$ cat config.mk
export PLATFORM = sky130hd
export DESIGN_NAME = gpio_port_b
export DESIGN_NICKNAME = d
export VERILOG_FILES = /design/src/rtl/gpio_port_pkg.sv /design/src/rtl/gpio_port_b.sv
export SDC_FILE = /design/constraint.sdc
export NUM_CORES = 1
export LEC_CHECK = 0
export BUFFER_PORTS_ARGS = -buffer_cell sky130_fd_sc_hd__buf_2
export CAP_MARGIN = 20
export CORE_ASPECT_RATIO = 1.25
export CORE_MARGIN = 8
export CORE_UTILIZATION = 50
export CTS_CLUSTER_SIZE = 20
export DETAILED_ROUTE_END_ITERATION = 12
export PLACE_DENSITY = 0.72
export SETUP_SLACK_MARGIN = 0.05
export SLEW_MARGIN = 15
export SYNTH_ARGS = -nofsm -noshare
export SYNTH_HDL_FRONTEND = slang
export SYNTH_SLANG_ARGS = --single-unit
$ cat constraint.sdc
create_clock -name clock -period 1.8 [get_ports clock]
set_input_delay 0.36 -clock clock [delete_from_list [all_inputs] [get_ports clock]]
set_output_delay 0.36 -clock clock [all_outputs]
set_load 0.01 [all_outputs]
$ cat src/rtl/gpio_port_pkg.sv
// constants, register map and state layout of the port-b block with change interrupt
// Notes on behaviour
// RQ1 - eight pins: direction, latch, input each
// RQ2 - direction one floats pin; zero drives latch
// RQ3 - latch register reads back latched output
// RQ4 - port read gives pins; write sets latch
// RQ5 - active-low bit 7 enables all pull-ups
// RQ6 - output pins never get a pull-up
// RQ7 - reset: pull-ups off, all pins inputs
// RQ8 - only upper four input pins are compared
// RQ9 - mismatches ORed into flag, bit 0
// RQ10 - port access refreshes snapshot, except move
// RQ11 - persisting mismatch keeps setting the flag
// RQ12 - handler reads port, then clears flag
// RQ13 - enabled change interrupt wakes from sleep
// RQ14 - enable bit 3, priority second bit 0
// RQ15 - software avoids polling port during detection
// RQ16 - low-voltage programming on by default, pin 5
// RQ17 - programming mode removes pin 5 pull-up
// RQ18 - pins 0-2 irq inputs, 6-7 programming
// RQ19 - pin inputs synchronised before use
package gpio_port_pkg;
    localparam int unsigned PORT_W = 8;           // pins in the port
    localparam int unsigned CHG_LO = 4;           // lowest pin with change detect
    localparam int unsigned CHG_W = 4;            // pins with change detect
    localparam int unsigned EVT_W = 4;            // sticky event bits
    localparam int unsigned ADDR_W = 8;           // byte address width
    // register byte addresses
    localparam logic [7:0] OFF_PIN_LEVELS = 8'h00;
    localparam logic [7:0] OFF_OUTPUT_LATCH = 8'h04;
    localparam logic [7:0] OFF_DIRECTION = 8'h08;
    localparam logic [7:0] OFF_IC_MAIN = 8'h0C;
    localparam logic [7:0] OFF_IC_SECOND = 8'h10;
    localparam logic [7:0] OFF_IC_THIRD = 8'h14;
    localparam logic [7:0] OFF_EVT_STATUS = 8'h18;
    localparam logic [7:0] OFF_EVT_CLEAR = 8'h1C;
    localparam logic [7:0] OFF_EVT_ENABLE = 8'h20;
    localparam logic [7:0] OFF_PIN_MOVE = 8'h24;  // port data reached by the move path
    localparam logic [7:0] OFF_CONFIG = 8'h28;
    // field positions
    localparam int unsigned CHG_FLAG_BIT = 0;     // main control: change flag
    localparam int unsigned CHG_EN_BIT = 3;       // main control: change enable
    localparam int unsigned CHG_PRIO_BIT = 0;     // second control: priority
    localparam int unsigned PULLUP_N_BIT = 7;     // second control: pull-up enable, low active
    localparam int unsigned LV_PIN = 5;           // pin taken by low-voltage programming
    localparam int unsigned PGC_PIN = 6;
    localparam int unsigned PGD_PIN = 7;
    localparam int unsigned EVT_CHG = 0;          // status: port change
    localparam int unsigned EVT_EXT0 = 1;         // status: ext inputs at bits 1..3
    // reset values and implemented-bit masks
    localparam logic [7:0] DIR_RESET = 8'hFF;
    localparam logic [7:0] IC_MAIN_RESET = 8'h00;
    localparam logic [7:0] IC_SECOND_RESET = 8'hF5;
    localparam logic [7:0] IC_SECOND_MASK = 8'hF5;
    localparam logic [7:0] IC_THIRD_RESET = 8'hC0;
    localparam logic [7:0] IC_THIRD_MASK = 8'hDB;
    localparam logic LVP_RESET = 1'b1;

    // whole state of the block
    typedef struct packed {
        logic [7:0] sync1;     // first synchroniser stage
        logic [7:0] sync2;
        logic [7:0] sync3;
        logic [7:0] stable;    // filtered pin levels
        logic [7:0] latch;
        logic [7:0] dir;
        logic [3:0] snap;      // upper pins at last port access
        logic [7:0] ic_main;
        logic [7:0] ic_second;
        logic [7:0] ic_third;
        logic [3:0] status;
        logic [3:0] enable;
        logic [2:0] ext_prev;  // previous ext input levels
        logic low_voltage_programming;
        logic ack;             // bus answer cycle
        logic [31:0] rdata;
    } state_t;
endpackage

$ cat src/rtl/gpio_port_b.sv
// port-b general purpose i/o with change interrupt behind an avalon-mm slave
//
// Our own choices: the address map and the Avalon-MM interface to the registers.
`timescale 1ns/1ps
module gpio_port_b #(
    parameter int unsigned PINS = 8
) (
    input wire logic clock,
    input wire logic rst_n,
    input wire logic ce,
    // avalon-mm slave
    input wire logic [7:0] address,
    input wire logic read,
    input wire logic write,
    input wire logic [31:0] writedata,
    input wire logic [3:0] byteenable,
    output logic [31:0] readdata,
    output logic waitrequest,
    // pins
    input wire logic [7:0] pin_in,
    output logic [7:0] pin_out,
    output logic [7:0] pin_oe,
    output logic [7:0] pullup_on,
    // alternate functions and system
    output logic ext_irq_in0,
    output logic ext_irq_in1,
    output logic ext_irq_in2,
    output logic serial_program_clock,
    output logic serial_program_data,
    output logic lv_program_enable_pin,
    output logic port_change_priority,
    input wire logic sleep_mode,
    output logic wake_request,
    output logic irq
);
    // the logic is written for exactly one eight-pin port
    generate
        if (PINS != gpio_port_pkg::PORT_W) begin : g_bad_width
            $error("gpio_port_b serves only eight pins");
        end
    endgenerate

    gpio_port_pkg::state_t q;       // registered state
    gpio_port_pkg::state_t next_q;  // value for the next edge
    logic req;                      // bus request present
    logic accept;                   // request completes this cycle
    logic wr_ok;                    // accepted write with low lane enabled
    logic port_access;              // access that refreshes the snapshot
    logic [3:0] change_mismatch;    // per upper pin mismatch
    logic [7:0] wbyte;              // write data low lane
    logic [3:0] evt_set;            // event pulses into status

    assign req = read | write;
    // one wait state: the first cycle fetches read data, the second answers
    assign accept = req & q.ack;
    assign waitrequest = req & ~q.ack;
    assign wr_ok = accept & write & byteenable[0];
    assign wbyte = writedata[7:0];
    // the move alias leaves the snapshot alone
    assign port_access = accept & (address == gpio_port_pkg::OFF_PIN_LEVELS); // RQ10
    // output pins are excluded from the comparison
    assign change_mismatch = (q.stable[7:4] ^ q.snap) & q.dir[7:4]; // RQ8
    assign evt_set = {q.stable[2:0] & ~q.ext_prev, |change_mismatch};

    // next-state logic
    always_comb begin
        next_q = q;
        // three stages; a change counts once stages two and three agree
        next_q.sync1 = pin_in; // RQ19
        next_q.sync2 = q.sync1;
        next_q.sync3 = q.sync2;
        for (int i = 0; i < gpio_port_pkg::PORT_W; i++) begin
            if (q.sync2[i] == q.sync3[i]) begin
                next_q.stable[i] = q.sync3[i]; // RQ19
            end
        end
        next_q.ext_prev = q.stable[2:0];
        next_q.ack = req & ~q.ack;
        // read data is fetched in the wait cycle so it stands at the answer edge
        if (req & ~q.ack & read) begin
            unique case (address)
                gpio_port_pkg::OFF_PIN_LEVELS,
                gpio_port_pkg::OFF_PIN_MOVE: begin
                    next_q.rdata = {24'h000000, q.stable}; // RQ4
                end
                gpio_port_pkg::OFF_OUTPUT_LATCH: begin
                    next_q.rdata = {24'h000000, q.latch}; // RQ3
                end
                gpio_port_pkg::OFF_DIRECTION: begin
                    next_q.rdata = {24'h000000, q.dir};
                end
                gpio_port_pkg::OFF_IC_MAIN: begin
                    next_q.rdata = {24'h000000, q.ic_main};
                end
                gpio_port_pkg::OFF_IC_SECOND: begin
                    next_q.rdata = {24'h000000, q.ic_second};
                end
                gpio_port_pkg::OFF_IC_THIRD: begin
                    next_q.rdata = {24'h000000, q.ic_third};
                end
                gpio_port_pkg::OFF_EVT_STATUS: begin
                    next_q.rdata = {28'h0000000, q.status};
                end
                gpio_port_pkg::OFF_EVT_ENABLE: begin
                    next_q.rdata = {28'h0000000, q.enable};
                end
                gpio_port_pkg::OFF_CONFIG: begin
                    next_q.rdata = {31'h00000000, q.low_voltage_programming};
                end
                default: begin
                    // unmapped and write-only addresses read zero
                    next_q.rdata = 32'h00000000;
                end
            endcase
        end
        // register writes take effect on the answer edge
        if (wr_ok) begin
            unique case (address)
                gpio_port_pkg::OFF_PIN_LEVELS,
                gpio_port_pkg::OFF_PIN_MOVE,
                gpio_port_pkg::OFF_OUTPUT_LATCH: begin
                    next_q.latch = wbyte; // RQ4
                end
                gpio_port_pkg::OFF_DIRECTION: begin
                    next_q.dir = wbyte; // RQ2
                end
                gpio_port_pkg::OFF_IC_MAIN: begin
                    next_q.ic_main = wbyte; // RQ14
                end
                gpio_port_pkg::OFF_IC_SECOND: begin
                    next_q.ic_second = wbyte & gpio_port_pkg::IC_SECOND_MASK; // RQ5
                end
                gpio_port_pkg::OFF_IC_THIRD: begin
                    next_q.ic_third = wbyte & gpio_port_pkg::IC_THIRD_MASK;
                end
                gpio_port_pkg::OFF_EVT_CLEAR: begin
                    next_q.status = q.status & ~wbyte[3:0];
                end
                gpio_port_pkg::OFF_EVT_ENABLE: begin
                    next_q.enable = wbyte[3:0];
                end
                gpio_port_pkg::OFF_CONFIG: begin
                    next_q.low_voltage_programming = wbyte[0]; // RQ16
                end
                default: begin
                    // writes to read-only or unmapped words are dropped
                end
            endcase
        end
        // a read or write at the port address, not the move alias, takes a new snapshot, ending the mismatch
        if (port_access) begin
            next_q.snap = q.stable[7:4]; // RQ10
        end
        // a persisting mismatch sets the flag again over a software clear
        if (|change_mismatch) begin
            next_q.ic_main[gpio_port_pkg::CHG_FLAG_BIT] = 1'b1; // RQ9 RQ11
        end
        // new events win over the clear written in the same cycle
        next_q.status = next_q.status | evt_set;
    end

    // state register; clock enable freezes everything
    always_ff @(posedge clock or negedge rst_n) begin
        if (!rst_n) begin
            q.sync1 <= 8'h00;
            q.sync2 <= 8'h00;
            q.sync3 <= 8'h00;
            q.stable <= 8'h00;
            q.latch <= 8'h00;
            q.dir <= gpio_port_pkg::DIR_RESET; // RQ7
            q.snap <= 4'h0;
            q.ic_main <= gpio_port_pkg::IC_MAIN_RESET;
            q.ic_second <= gpio_port_pkg::IC_SECOND_RESET; // RQ7
            q.ic_third <= gpio_port_pkg::IC_THIRD_RESET;
            q.status <= 4'h0;
            q.enable <= 4'h0;
            q.ext_prev <= 3'h0;
            q.low_voltage_programming <= gpio_port_pkg::LVP_RESET; // RQ16
            q.ack <= 1'b0;
            q.rdata <= 32'h00000000;
        end else if (ce) begin
            q <= next_q;
        end
    end

    // pin drive: direction zero drives the latch; pin 5 is given up in programming mode
    always_comb begin
        pin_out = q.latch; // RQ1
        pin_oe = ~q.dir; // RQ2
        // pull-ups: global low-active bit, never on an output pin
        pullup_on = q.ic_second[gpio_port_pkg::PULLUP_N_BIT] ? 8'h00 : q.dir; // RQ5 RQ6
        if (q.low_voltage_programming) begin
            pin_oe[gpio_port_pkg::LV_PIN] = 1'b0; // RQ16
            pullup_on[gpio_port_pkg::LV_PIN] = 1'b0; // RQ17
        end
    end

    // alternate functions see the synchronised levels
    assign ext_irq_in0 = q.stable[0]; // RQ18
    assign ext_irq_in1 = q.stable[1]; // RQ18
    assign ext_irq_in2 = q.stable[2]; // RQ18
    assign serial_program_clock = q.stable[gpio_port_pkg::PGC_PIN]; // RQ18
    assign serial_program_data = q.stable[gpio_port_pkg::PGD_PIN]; // RQ18
    assign lv_program_enable_pin = q.low_voltage_programming & q.stable[gpio_port_pkg::LV_PIN];
    assign port_change_priority = q.ic_second[gpio_port_pkg::CHG_PRIO_BIT]; // RQ14
    // wake needs the enable as well as the flag
    assign wake_request = sleep_mode & q.ic_main[gpio_port_pkg::CHG_FLAG_BIT]
                          & q.ic_main[gpio_port_pkg::CHG_EN_BIT]; // RQ13
    assign irq = |(q.status & q.enable);
    assign readdata = q.rdata;

    // checks on the implemented behaviour
    a_flag_persist: // RQ11
    assert property (@(posedge clock) disable iff (!rst_n)
        (ce && (|change_mismatch)) |=> q.ic_main[gpio_port_pkg::CHG_FLAG_BIT])
    else $error("change flag not held by a persisting mismatch");

    a_snap_refresh: // RQ10
    assert property (@(posedge clock) disable iff (!rst_n)
        (ce && port_access) |=> (q.snap == $past(q.stable[7:4])))
    else $error("port access did not refresh the snapshot");

    a_move_keeps: // RQ10
    assert property (@(posedge clock) disable iff (!rst_n)
        (accept && address == gpio_port_pkg::OFF_PIN_MOVE) |=> $stable(q.snap))
    else $error("move path disturbed the snapshot");

    a_out_excluded: // RQ8
    assert property (@(posedge clock) disable iff (!rst_n)
        (q.dir[7:4] == 4'h0) |-> (change_mismatch == 4'h0))
    else $error("output pin took part in change compare");

    a_pullup_output: // RQ6
    assert property (@(posedge clock) disable iff (!rst_n)
        ((pullup_on & ~q.dir) == 8'h00))
    else $error("pull-up on an output pin");

    a_lvp_pin5: // RQ17
    assert property (@(posedge clock) disable iff (!rst_n)
        q.low_voltage_programming |-> (!pin_oe[gpio_port_pkg::LV_PIN] && !pullup_on[gpio_port_pkg::LV_PIN]))
    else $error("pin 5 active during programming mode");

    a_latch_write: // RQ4
    assert property (@(posedge clock) disable iff (!rst_n)
        (ce && wr_ok && address == gpio_port_pkg::OFF_PIN_LEVELS) |=> (pin_out == $past(wbyte)))
    else $error("port write did not reach the latch");

    a_one_wait: // RQ3
    assert property (@(posedge clock) disable iff (!rst_n)
        (ce && req && waitrequest) ##1 (ce && req) |-> !waitrequest)
    else $error("bus answer later than one wait state");

    a_sync_depth: // RQ19
    assert property (@(posedge clock) disable iff (!rst_n)
        (ce && q.sync2 != q.stable && q.sync2 == q.sync3) |=> (q.stable == $past(q.sync3)))
    else $error("agreed synchroniser value not taken");

    // a change event must land in the sticky status bit
    a_status_sticky: // RQ9
    assert property (@(posedge clock) disable iff (!rst_n)
        (ce && evt_set[gpio_port_pkg::EVT_CHG]) |=> q.status[gpio_port_pkg::EVT_CHG])
    else $error("change event lost from status");

    // outside programming mode every driver follows its direction bit
    a_oe_follows_dir: // RQ2
    assert property (@(posedge clock) disable iff (!rst_n)
        !q.low_voltage_programming |-> (pin_oe == ~q.dir))
    else $error("pin driver disagrees with direction");

    // the global low-active bit set means no pull-up anywhere
    a_pullup_global: // RQ5
    assert property (@(posedge clock) disable iff (!rst_n)
        q.ic_second[gpio_port_pkg::PULLUP_N_BIT] |-> (pullup_on == 8'h00))
    else $error("pull-up on while globally disabled");

    // wake only for an enabled, flagged change while asleep
    a_wake_gate: // RQ13
    assert property (@(posedge clock) disable iff (!rst_n)
        wake_request |-> (sleep_mode && q.ic_main[gpio_port_pkg::CHG_FLAG_BIT]
                          && q.ic_main[gpio_port_pkg::CHG_EN_BIT]))
    else $error("wake without enabled change flag");

    // latch read data is fetched in the wait cycle
    a_latch_fetch: // RQ3
    assert property (@(posedge clock) disable iff (!rst_n)
        (ce && req && !q.ack && read && address == gpio_port_pkg::OFF_OUTPUT_LATCH)
        |=> (readdata[7:0] == $past(q.latch)))
    else $error("latch read returned wrong data");

    // a direction write reaches the direction register
    a_dir_write: // RQ2
    assert property (@(posedge clock) disable iff (!rst_n)
        (ce && wr_ok && address == gpio_port_pkg::OFF_DIRECTION) |=> (q.dir == $past(wbyte)))
    else $error("direction write lost");
endmodule

==> results.json, run 1 <==
{
  "routedWlPerCell_um": 17.9,
  "fin_hold_ws_ns": 0.255,
  "synth_cells": 416,
  "r2r-start": "q[32]$_DFFE_PN0P_",
  "grt_max_degree": 50,
  "routabilityCongestion": 0.907,
  "power_density_nw_per_um2": 885,
  "dr.first_iter.drc_count": 209,
  "finClkSkew_ns": 0.00860,
  "ant_nets": 0,
  "cp_data_required_time_ns": 2.01,
  "path_clk_slew_ns": 0.07,
  "ff_latch_area_um2": 2350,
  "antenna_found_initial": 0,
  "drive_gt1_frac": 0.454,
  "min_to": "next_q[107]$_DFFE_PN0P_",
  "grt_pass1_vias": 3669,
  "slew_viol_final": 0,
  "ir_drop_mv": 0.632,
  "setup.worst_path.end_class": "register",
  "yosys_most_used_dff": "dfrtp_1",
  "cts_tree": "built",
  "fin_crit_ns": 1.70,
  "syn2layout_area_growth_pct": 21.3,
  "cts_setup_buffers": 0,
  "rsz0062_at_grt": "false",
  "grt_util_all_layers": 0.187,
  "routed_via_density": 5.41,
  "setup_violations": 0,
  "p_leak_nw": 2.71,
  "clk-insertion-delay-late_ns": 0.33,
  "maxCapViolCount": 0,
  "fmax_mhz": 587,
  "postPlaceCellArea_um2": 5400,
  "rows": 39,
  "arrival_ns": 1.92,
  "stdcell_area_um2": 5730,
  "layout_common_cells": "dfrtp_1 (75), mux2_2 (72), buf_2 (71)",
  "antenna_cells": 0,
  "syn_area_per_cell_um2": 11.3,
  "via_count": 3530,
  "outcome": "complete, no violations",
  "root_buffer": "clkbuf_16",
  "hold_start": "pin_in[2]",
  "ys_ff_latch": 93,
  "drc": 0,
  "seq_area_frac_synth": 0.497,
  "die_h_um": 125,
  "core_um2": 9170,
  "start_kind": "register",
  "nets": 582,
  "crit_type": "register to register",
  "die_x_um": 103,
  "rr_worst_depth": 4,
  "synth.distinct_cells": 50,
  "synth_edf_count": 0,
  "yosysWarnings": 0,
  "fin_util": 0.624,
  "firstDrtPassIters": 4,
  "dp_hpwl_um": 8880,
  "hold_viol": 0,
  "critPathMaxFanout": 6,
  "portBuffers": 72,
  "grt_pass1_wl_um": 18800,
  "nFillCells": 752,
  "mostFrequentLayoutCell": "dfrtp_1",
  "synthesis.area_um2": 4720,
  "clockBufferDepth": 2,
  "hold_path.class": "input pin to register",
  "die-area_um2": 12800,
  "start_util": 0.515,
  "cts_buffers": 9,
  "period_share": 0.946,
  "synth-async-reset-ratio": 1.00,
  "multiInputGateArea_um2": 2050,
  "hold_depth": 2,
  "ios": 124,
  "r2r_end": "q[64]$_DFFE_PN0P_",
  "clock-sinks": 93,
  "h-tree-depth": 3,
  "overflow": 0,
  "reg2reg_slack_ns": 0.1,
  "wl_um": 11700
}
## synth_stat cells, types with 3 or more instances
cell type	n	area share
or3_1	3	0.0040
buf_4	40	0.064
a21oi_1	22	0.023
inv_1	12	0.0095
a22oi_1	4	0.0064
dfrtp_1	76	0.40
dfstp_2	17	0.095
nor2_1	26	0.021
nor3_1	7	0.0074
nand2_1	22	0.017
o21ai_0	12	0.013
nand2b_1	9	0.012
and3_1	3	0.0040
a32o_1	4	0.0085
nand3b_1	6	0.0095
buf_1	4	0.0032
a22o_1	4	0.0074
nand3_1	4	0.0042
buf_2	7	0.0074
mux2i_1	9	0.019
nor2b_1	3	0.0040
a221oi_1	4	0.0074
mux2_2	72	0.17
clkbuf_1	5	0.0040
nand4_1	3	0.0040
a32oi_1	4	0.0074
xor2_1	3	0.0056
## per-stage QoR
step,cells,power (mW),worst slack [ns],TNS (ns)
finish,652,5.07,0.0963,0
global route,652,5.28,0.0416,0
CTS,652,5.11,0.0768,0
detailed placement,635,3.14,-0.231,-4.18
global placement,635,3.11,-0.177,-3.07
floorplan,439,2.84,0.0815,0
## worst max path at each step
stage,start,endpoint,slack [ns],cells after the start
5_1_grt,q[32]$_DFFE_PN0P_,readdata[1]$_DFFE_PN0P_,0.04,4
4_1_cts,q[32]$_DFFE_PN0P_,q[64]$_DFFE_PN0P_,0.08,4
3_3_place_gp,address[1],pin_out[5]$_DFFE_PN0P_,-0.18,6
3_5_place_dp,address[1],readdata[2]$_DFFE_PN0P_,-0.23,7
2_1_floorplan,address[1],readdata[1]$_DFFE_PN0P_,0.08,3
6_report,q[32]$_DFFE_PN0P_,q[64]$_DFFE_PN0P_,0.1,4
## area by class of cell
type,instances,area share
inverter,12,0.00787
clock inverter,4,0.00961
timing repair buffer,130,0.142
multi-input combinational,278,0.359
clock buffer,12,0.0448
sequential,93,0.410
tap,123,0.0269
## critical path, stage by stage, from the launching register on
cell and delay, ns:
dfrtp_2 0.41, nand4_1 0.26, nor4_4 0.35, buf_4 0.22, mux2_2 0.34
## routing by layer
layer | global-route usage | share of wire
met5 | 0 | 0
met4 | 0.0692 | 0.022
met1 | 0.231 | 0.41
met2 | 0.313 | 0.50
met3 | 0.0341 | 0.068
## registers in the layout, indices dropped and copies added (netlist names)
register              flops
serial_program_clock      1
ext_irq_in0               1
ext_irq_in1               1
next_q                   16
port_change_priority      1
serial_program_data       1
ext_irq_in2               1
readdata                  8
q                        55
pin_out                   8
## where the power goes
group | internal (mW) | switching [mW]
Sequential | 2.27 | 0.179
Clock | 1.16 | 0.801
Combinational | 0.306 | 0.352
Total | 3.74 | 1.33
## kinds of logic after synthesis
kind of cell	share of synthesized area
AOI/OAI and AO/OA	0.0944
xor gates and xnor gates	0.00928
adders and majority gates	0.00212
buffers and inverters	0.0877
DFF	0.497
muxes	0.191
other	0.000794
and+or+nand+nor	0.117
## what timing repair did
action | 4_1_cts | 5_1_grt
hold endpoints to repair | 18 | 0
hold buffers | 1 | 0
endpoints found under the setup margin | 0 | 7
resized for setup | 0 | 4
(Power assumes the default switching activity.)
==> inputs of run 2 (changes only) <==
--- a/config.mk
+++ b/config.mk
@@ -9,10 +9,10 @@
 export CAP_MARGIN = 20
 export CORE_ASPECT_RATIO = 1.25
 export CORE_MARGIN = 8
-export CORE_UTILIZATION = 50
+export CORE_UTILIZATION = 53
 export CTS_CLUSTER_SIZE = 20
 export DETAILED_ROUTE_END_ITERATION = 12
-export PLACE_DENSITY = 0.72
+export PLACE_DENSITY = 0.87
 export SETUP_SLACK_MARGIN = 0.05
 export SLEW_MARGIN = 15
 export SYNTH_ARGS = -nofsm -noshare
==> run 2 against run 1 <==
Core utilization up 1.5 points; largest power group unchanged; die area down 4.9%; largest cell class unchanged; critical path depth unchanged; non-clock buffer count down 7.
==> results.json, run 2 (same netlist as run 1, synthesis figures left out) <==
{
  "fin_crit_ns": 1.68,
  "nets": 575,
  "finClkSkew_ns": 0.0118,
  "core_um2": 8650,
  "path_clk_slew_ns": 0.08,
  "postPlaceCellArea_um2": 5340,
  "cts_setup_buffers": 0,
  "routedWlPerCell_um": 18.2,
  "p_clk_frac": 0.294,
  "clk-insertion-delay-late_ns": 0.38,
  "top_register": "q",
  "die-area_um2": 12200,
  "ir_drop_mv": 0.686,
  "nFillCells": 691,
  "period_share": 0.933,
  "ant_nets": 0,
  "die_x_um": 100,
  "antenna_cells": 0,
  "drc": 0,
  "setup.worst_path.end_class": "register",
  "die_h_um": 122,
  "r2r-start": "q[32]$_DFFE_PN0P_",
  "grt_pass1_vias": 3566,
  "routabilityCongestion": 0.900,
  "layout_common_cells": "dfrtp_1 (75), mux2_2 (72), buf_2 (71)",
  "start_kind": "register",
  "h-tree-depth": 3,
  "rsz0062_at_grt": "false",
  "setup_violations": 0,
  "hold_path.class": "input pin to register",
  "clockBufferDepth": 2,
  "dr.first_iter.drc_count": 289,
  "startpoint": "q[32]$_DFFE_PN0P_",
  "p_seq_frac": 0.557,
  "grt_max_degree": 49,
  "fmax_mhz": 596,
  "ios": 124,
  "critPathMaxFanout": 6,
  "wl_um": 11700,
  "internal_power_mw": 3.14,
  "cts_tree": "built",
  "portBuffers": 72,
  "power_frac_comb": 0.149,
  "largest_reg_flops": 55,
  "hold_viol": 0,
  "antenna_found_initial": 0,
  "rows": 38,
  "dp_hpwl_um": 8900,
  "outcome": "complete, no violations",
  "p_sw_mw": 1.25,
  "routed_via_density": 5.54,
  "root_buffer": "clkbuf_8",
  "stdcell_area_um2": 5530,
  "slew_viol_final": 0,
  "crit_type": "register to register",
  "grt_util_all_layers": 0.194,
  "maxCapViolCount": 0,
  "fin_util": 0.639,
  "clock-sinks": 93,
  "grt_pass1_wl_um": 18300,
  "firstDrtPassIters": 4,
  "syn2layout_area_growth_pct": 17.2,
  "drive_gt1_frac": 0.444,
  "power_density_nw_per_um2": 792,
  "mostFrequentLayoutCell": "dfrtp_1",
  "overflow": 0,
  "cts_buffers": 9,
  "cp_data_required_time_ns": 2.06,
  "arrival_ns": 1.94,
  "via_count": 3554,
  "hold_start": "pin_in[6]",
  "setup_tns_ns": 0,
  "netSwitchingFraction": 0.284,
  "start_util": 0.546,
  "p_leak_nw": 2.62
}
run 2: power by group through the flow:
stage          logic [mW]  clock network, mW  registers, mW
2_1_floorplan       0.403                  0           2.44
3_3_place_gp        0.621                  0           2.46
3_5_place_dp        0.651                  0           2.48
4_1_cts             0.655               1.33           2.44
5_1_grt             0.720               1.39           2.47
6_report            0.652               1.29           2.44
run 2: worst max-delay path, stage by stage (launching register included):
cell	delay, ns
dfrtp_2	0.42
nand4_1	0.25
nor4_4	0.35
buf_4	0.21
mux2_2	0.34
run 2: worst paths after layout:
check / endpoint / slack (ns) / cells past startpoint
min reg2reg: readdata[7]$_DFFE_PN0P_ / 0.48 / 2
min: next_q[111]$_DFFE_PN0P_ / 0.22 / 2
min in group asynchronous: next_q[112]$_DFFE_PN0P_ / 0.47 / 2
max: q[63]$_DFFE_PN0P_ / 0.12 / 4
max reg2reg: q[63]$_DFFE_PN0P_ / 0.12 / 4
max in group asynchronous: port_change_priority$_DFFE_PN1P_ / 0.67 / 3
run 2: repair_timing:
action                                  4_1_cts  5_1_grt
hold buffers                                  1        0
gates resized for setup                       0        2
endpoints found under the hold margin        21        0
endpoints found under the setup margin        0        8
run 2: routing by layer:
metal  track usage  up-vias  routed length, µm
li1              -     1632                  -
met1         0.224     1763               4680
met2         0.317      132               5780
met3        0.0499       27                784
met4         0.117        0                417
met5             0        -                  0
run 2: final cells by class:
cell class / instances / area (µm²) / area share
Inverter: 12 / 45.0 / 0.00814
Tap cell: 120 / 150 / 0.0271
Timing Repair Buffer: 123 / 761 / 0.137
Multi-Input combinational cell: 278 / 2050 / 0.370
Clock inverter: 4 / 22.5 / 0.00407
Clock buffer: 12 / 155 / 0.0280
Sequential cell: 93 / 2350 / 0.425
run 2: stage by stage:
stage	worst slack, ns	power (mW)	cells	hold slack [ns]
global route	0.0613	4.58	642	0.205
detailed placement	-0.186	3.13	625	0.331
CTS	0.0942	4.42	642	0.194
floorplan	0.0815	2.84	439	0.0644
finish	0.121	4.38	642	0.215
global placement	-0.149	3.08	625	0.323
==> inputs of run 3 (changes only) <==
--- a/config.mk
+++ b/config.mk
@@ -10,11 +10,12 @@
 export CORE_ASPECT_RATIO = 1.25
 export CORE_MARGIN = 8
 export CORE_UTILIZATION = 53
+export CTS_BUF_LIST = sky130_fd_sc_hd__clkbuf_16
 export CTS_CLUSTER_SIZE = 20
 export DETAILED_ROUTE_END_ITERATION = 12
 export PLACE_DENSITY = 0.87
 export SETUP_SLACK_MARGIN = 0.05
-export SLEW_MARGIN = 15
+export SKIP_LAST_GASP = 1
 export SYNTH_ARGS = -nofsm -noshare
 export SYNTH_HDL_FRONTEND = slang
 export SYNTH_SLANG_ARGS = --single-unit
==> run 3 against run 2 <==
First-iteration DRC count decreased by 17%; maximum frequency about the same; final cell count unchanged; combinational power about the same; register-to-register slack better by 0.03 ns; clock skew shrank 0.0072 ns; core utilization is 0.87 points higher; total power grew 8.8%; die area stayed put; highest routed layer unchanged; worst hold slack better by 0.034 ns; routed wire length grew 1.1%.
==> results.json, run 3 (same netlist as run 1, synthesis figures left out) <==
{
  "period_share": 0.933,
  "cts_tree": "built",
  "core_um2": 8650,
  "hold_depth": 2,
  "clk-insertion-delay-late_ns": 0.34,
  "hold_path.class": "input pin to register",
  "setup_violations": 0,
  "firstDrtPassIters": 5,
  "cpPeakStageDelay_ns": 0.42,
  "start_kind": "input pin",
  "fin_util": 0.648,
  "cp_data_required_time_ns": 2.02,
  "critPathTopFamily": "simple AND/OR/NAND/NOR gates",
  "power_density_nw_per_um2": 851,
  "critPathMaxFanout": 4,
  "start_util": 0.546,
  "grt_pass1_vias": 3627,
  "die-area_um2": 12200,
  "routabilityCongestion": 0.900,
  "dp.cells": 625,
  "crit_buf_inv": 3,
  "ir_drop_mv": 0.600,
  "mostFrequentLayoutCell": "dfrtp_1",
  "fmax_mhz": 595,
  "layout_common_cells": "dfrtp_1 (76), mux2_2 (72), buf_2 (71)",
  "rows": 38,
  "wl_um": 11800,
  "path_clk_slew_ns": 0.06,
  "drc": 0,
  "ios": 124,
  "grt_pass1_wl_um": 18600,
  "dp_hpwl_um": 8900,
  "total_power_mw": 4.77,
  "overflow": 0,
  "cts_buffers": 9,
  "outcome": "complete, no violations",
  "cp.depth": 6,
  "dr.first_iter.drc_count": 241,
  "rr_worst_depth": 4,
  "clock-sinks": 93,
  "crit_chain": "buf_2 > or3_1 > buf_4 > nand4b_1 > buf_4 > mux2_2",
  "maxCapViolCount": 0,
  "die_h_um": 122,
  "cts_resized": 0,
  "ant_nets": 0,
  "root_buffer": "clkbuf_16",
  "p_leak_nw": 2.66,
  "routedWlPerCell_um": 18.4,
  "grt_util_all_layers": 0.198,
  "path_common_cell": "buf_4",
  "slew_viol_final": 0,
  "h-tree-depth": 3,
  "finClkSkew_ns": 0.00463,
  "largest_reg_flops": 55,
  "fin_crit_ns": 1.68,
  "portBuffers": 72,
  "grt_max_degree": 49,
  "syn2layout_area_growth_pct": 18.8,
  "cts_setup_buffers": 0,
  "nets": 575,
  "hold_viol": 0,
  "antenna_cells": 0,
  "fin_cells": 642,
  "rsz0062_at_grt": "false",
  "via_count": 3600,
  "crit_type": "input pin to register",
  "routed_via_density": 5.61,
  "top_register": "q",
  "die_x_um": 100,
  "drive_gt1_frac": 0.437,
  "setup.worst_path.end_class": "register",
  "arrival_ns": 1.90,
  "antenna_found_initial": 0,
  "worst_path_max_delay_cell": "or3_1",
  "clockBufferDepth": 2
}
[run 3: cell count changes in the layout (fill, tap and decap cells not counted), sizes merged]
cell	before	now
clkbuf	12	9
inv	12	13
clkinv	3	5
[run 3: worst paths after layout]
kind / from / endpoint / slack (ns)
setup / recovery: address[1] / pin_out[5]$_DFFE_PN0P_ / 0.12
hold / removal: pin_in[4] / next_q[109]$_DFFE_PN0P_ / 0.25
setup reg to reg: q[32]$_DFFE_PN0P_ / pin_out[5]$_DFFE_PN0P_ / 0.15
hold reg to reg: readdata[7]$_DFFE_PN0P_ / readdata[7]$_DFFE_PN0P_ / 0.48
max in group asynchronous: rst_n / port_change_priority$_DFFE_PN1P_ / 0.64
min in group asynchronous: rst_n / next_q[103]$_DFFE_PN0P_ / 0.51
[run 3: area by class of cell]
class                           instances  area (µm²)
Clock buffer                            9         225
Clock inverter                          7        33.8
Fill cell                             675        3050
Inverter                               12        45.0
Multi-Input combinational cell        278        2040
Sequential cell                        93        2350
Tap cell                              120         150
Timing Repair Buffer                  123         761
[run 3: per-stage QoR]
step | hold WS (ns) | worst slack (ns) | setup TNS (ns) | area, µm²
final | 0.250 | 0.120 | 0 | 5610
after floorplan | 0.0644 | 0.0815 | 0 | 4810
after CTS | 0.239 | 0.0926 | 0 | 5610
after global placement | 0.323 | -0.149 | -2.65 | 5340
after global routing | 0.245 | 0.0833 | 0 | 5610
after detailed placement | 0.331 | -0.186 | -3.34 | 5340
[run 3: routing by layer]
metal | wire length (µm) | share of wire | global-route usage | vias up
met5 | 0 | 0 | 0 | -
met4 | 523 | 0.044 | 0.129 | 0
met3 | 838 | 0.071 | 0.0471 | 38
met2 | 5830 | 0.49 | 0.326 | 155
met1 | 4600 | 0.39 | 0.227 | 1774
li1 | - | - | - | 1633
[run 3: report_power, final]
| group | internal, mW | total, mW | switching (mW) |
|---|---|---|---|
| Clock | 0.913 | 1.67 | 0.759 |
| Combinational | 0.300 | 0.653 | 0.353 |
| Sequential | 2.27 | 2.45 | 0.177 |
| Total | 3.48 | 4.77 | 1.29 |
[run 3: what timing repair did]
action | in CTS | in global routing
hold buffers | 1 | 0
endpoints found under the setup margin | 0 | 7
hold endpoints to repair | 21 | 0
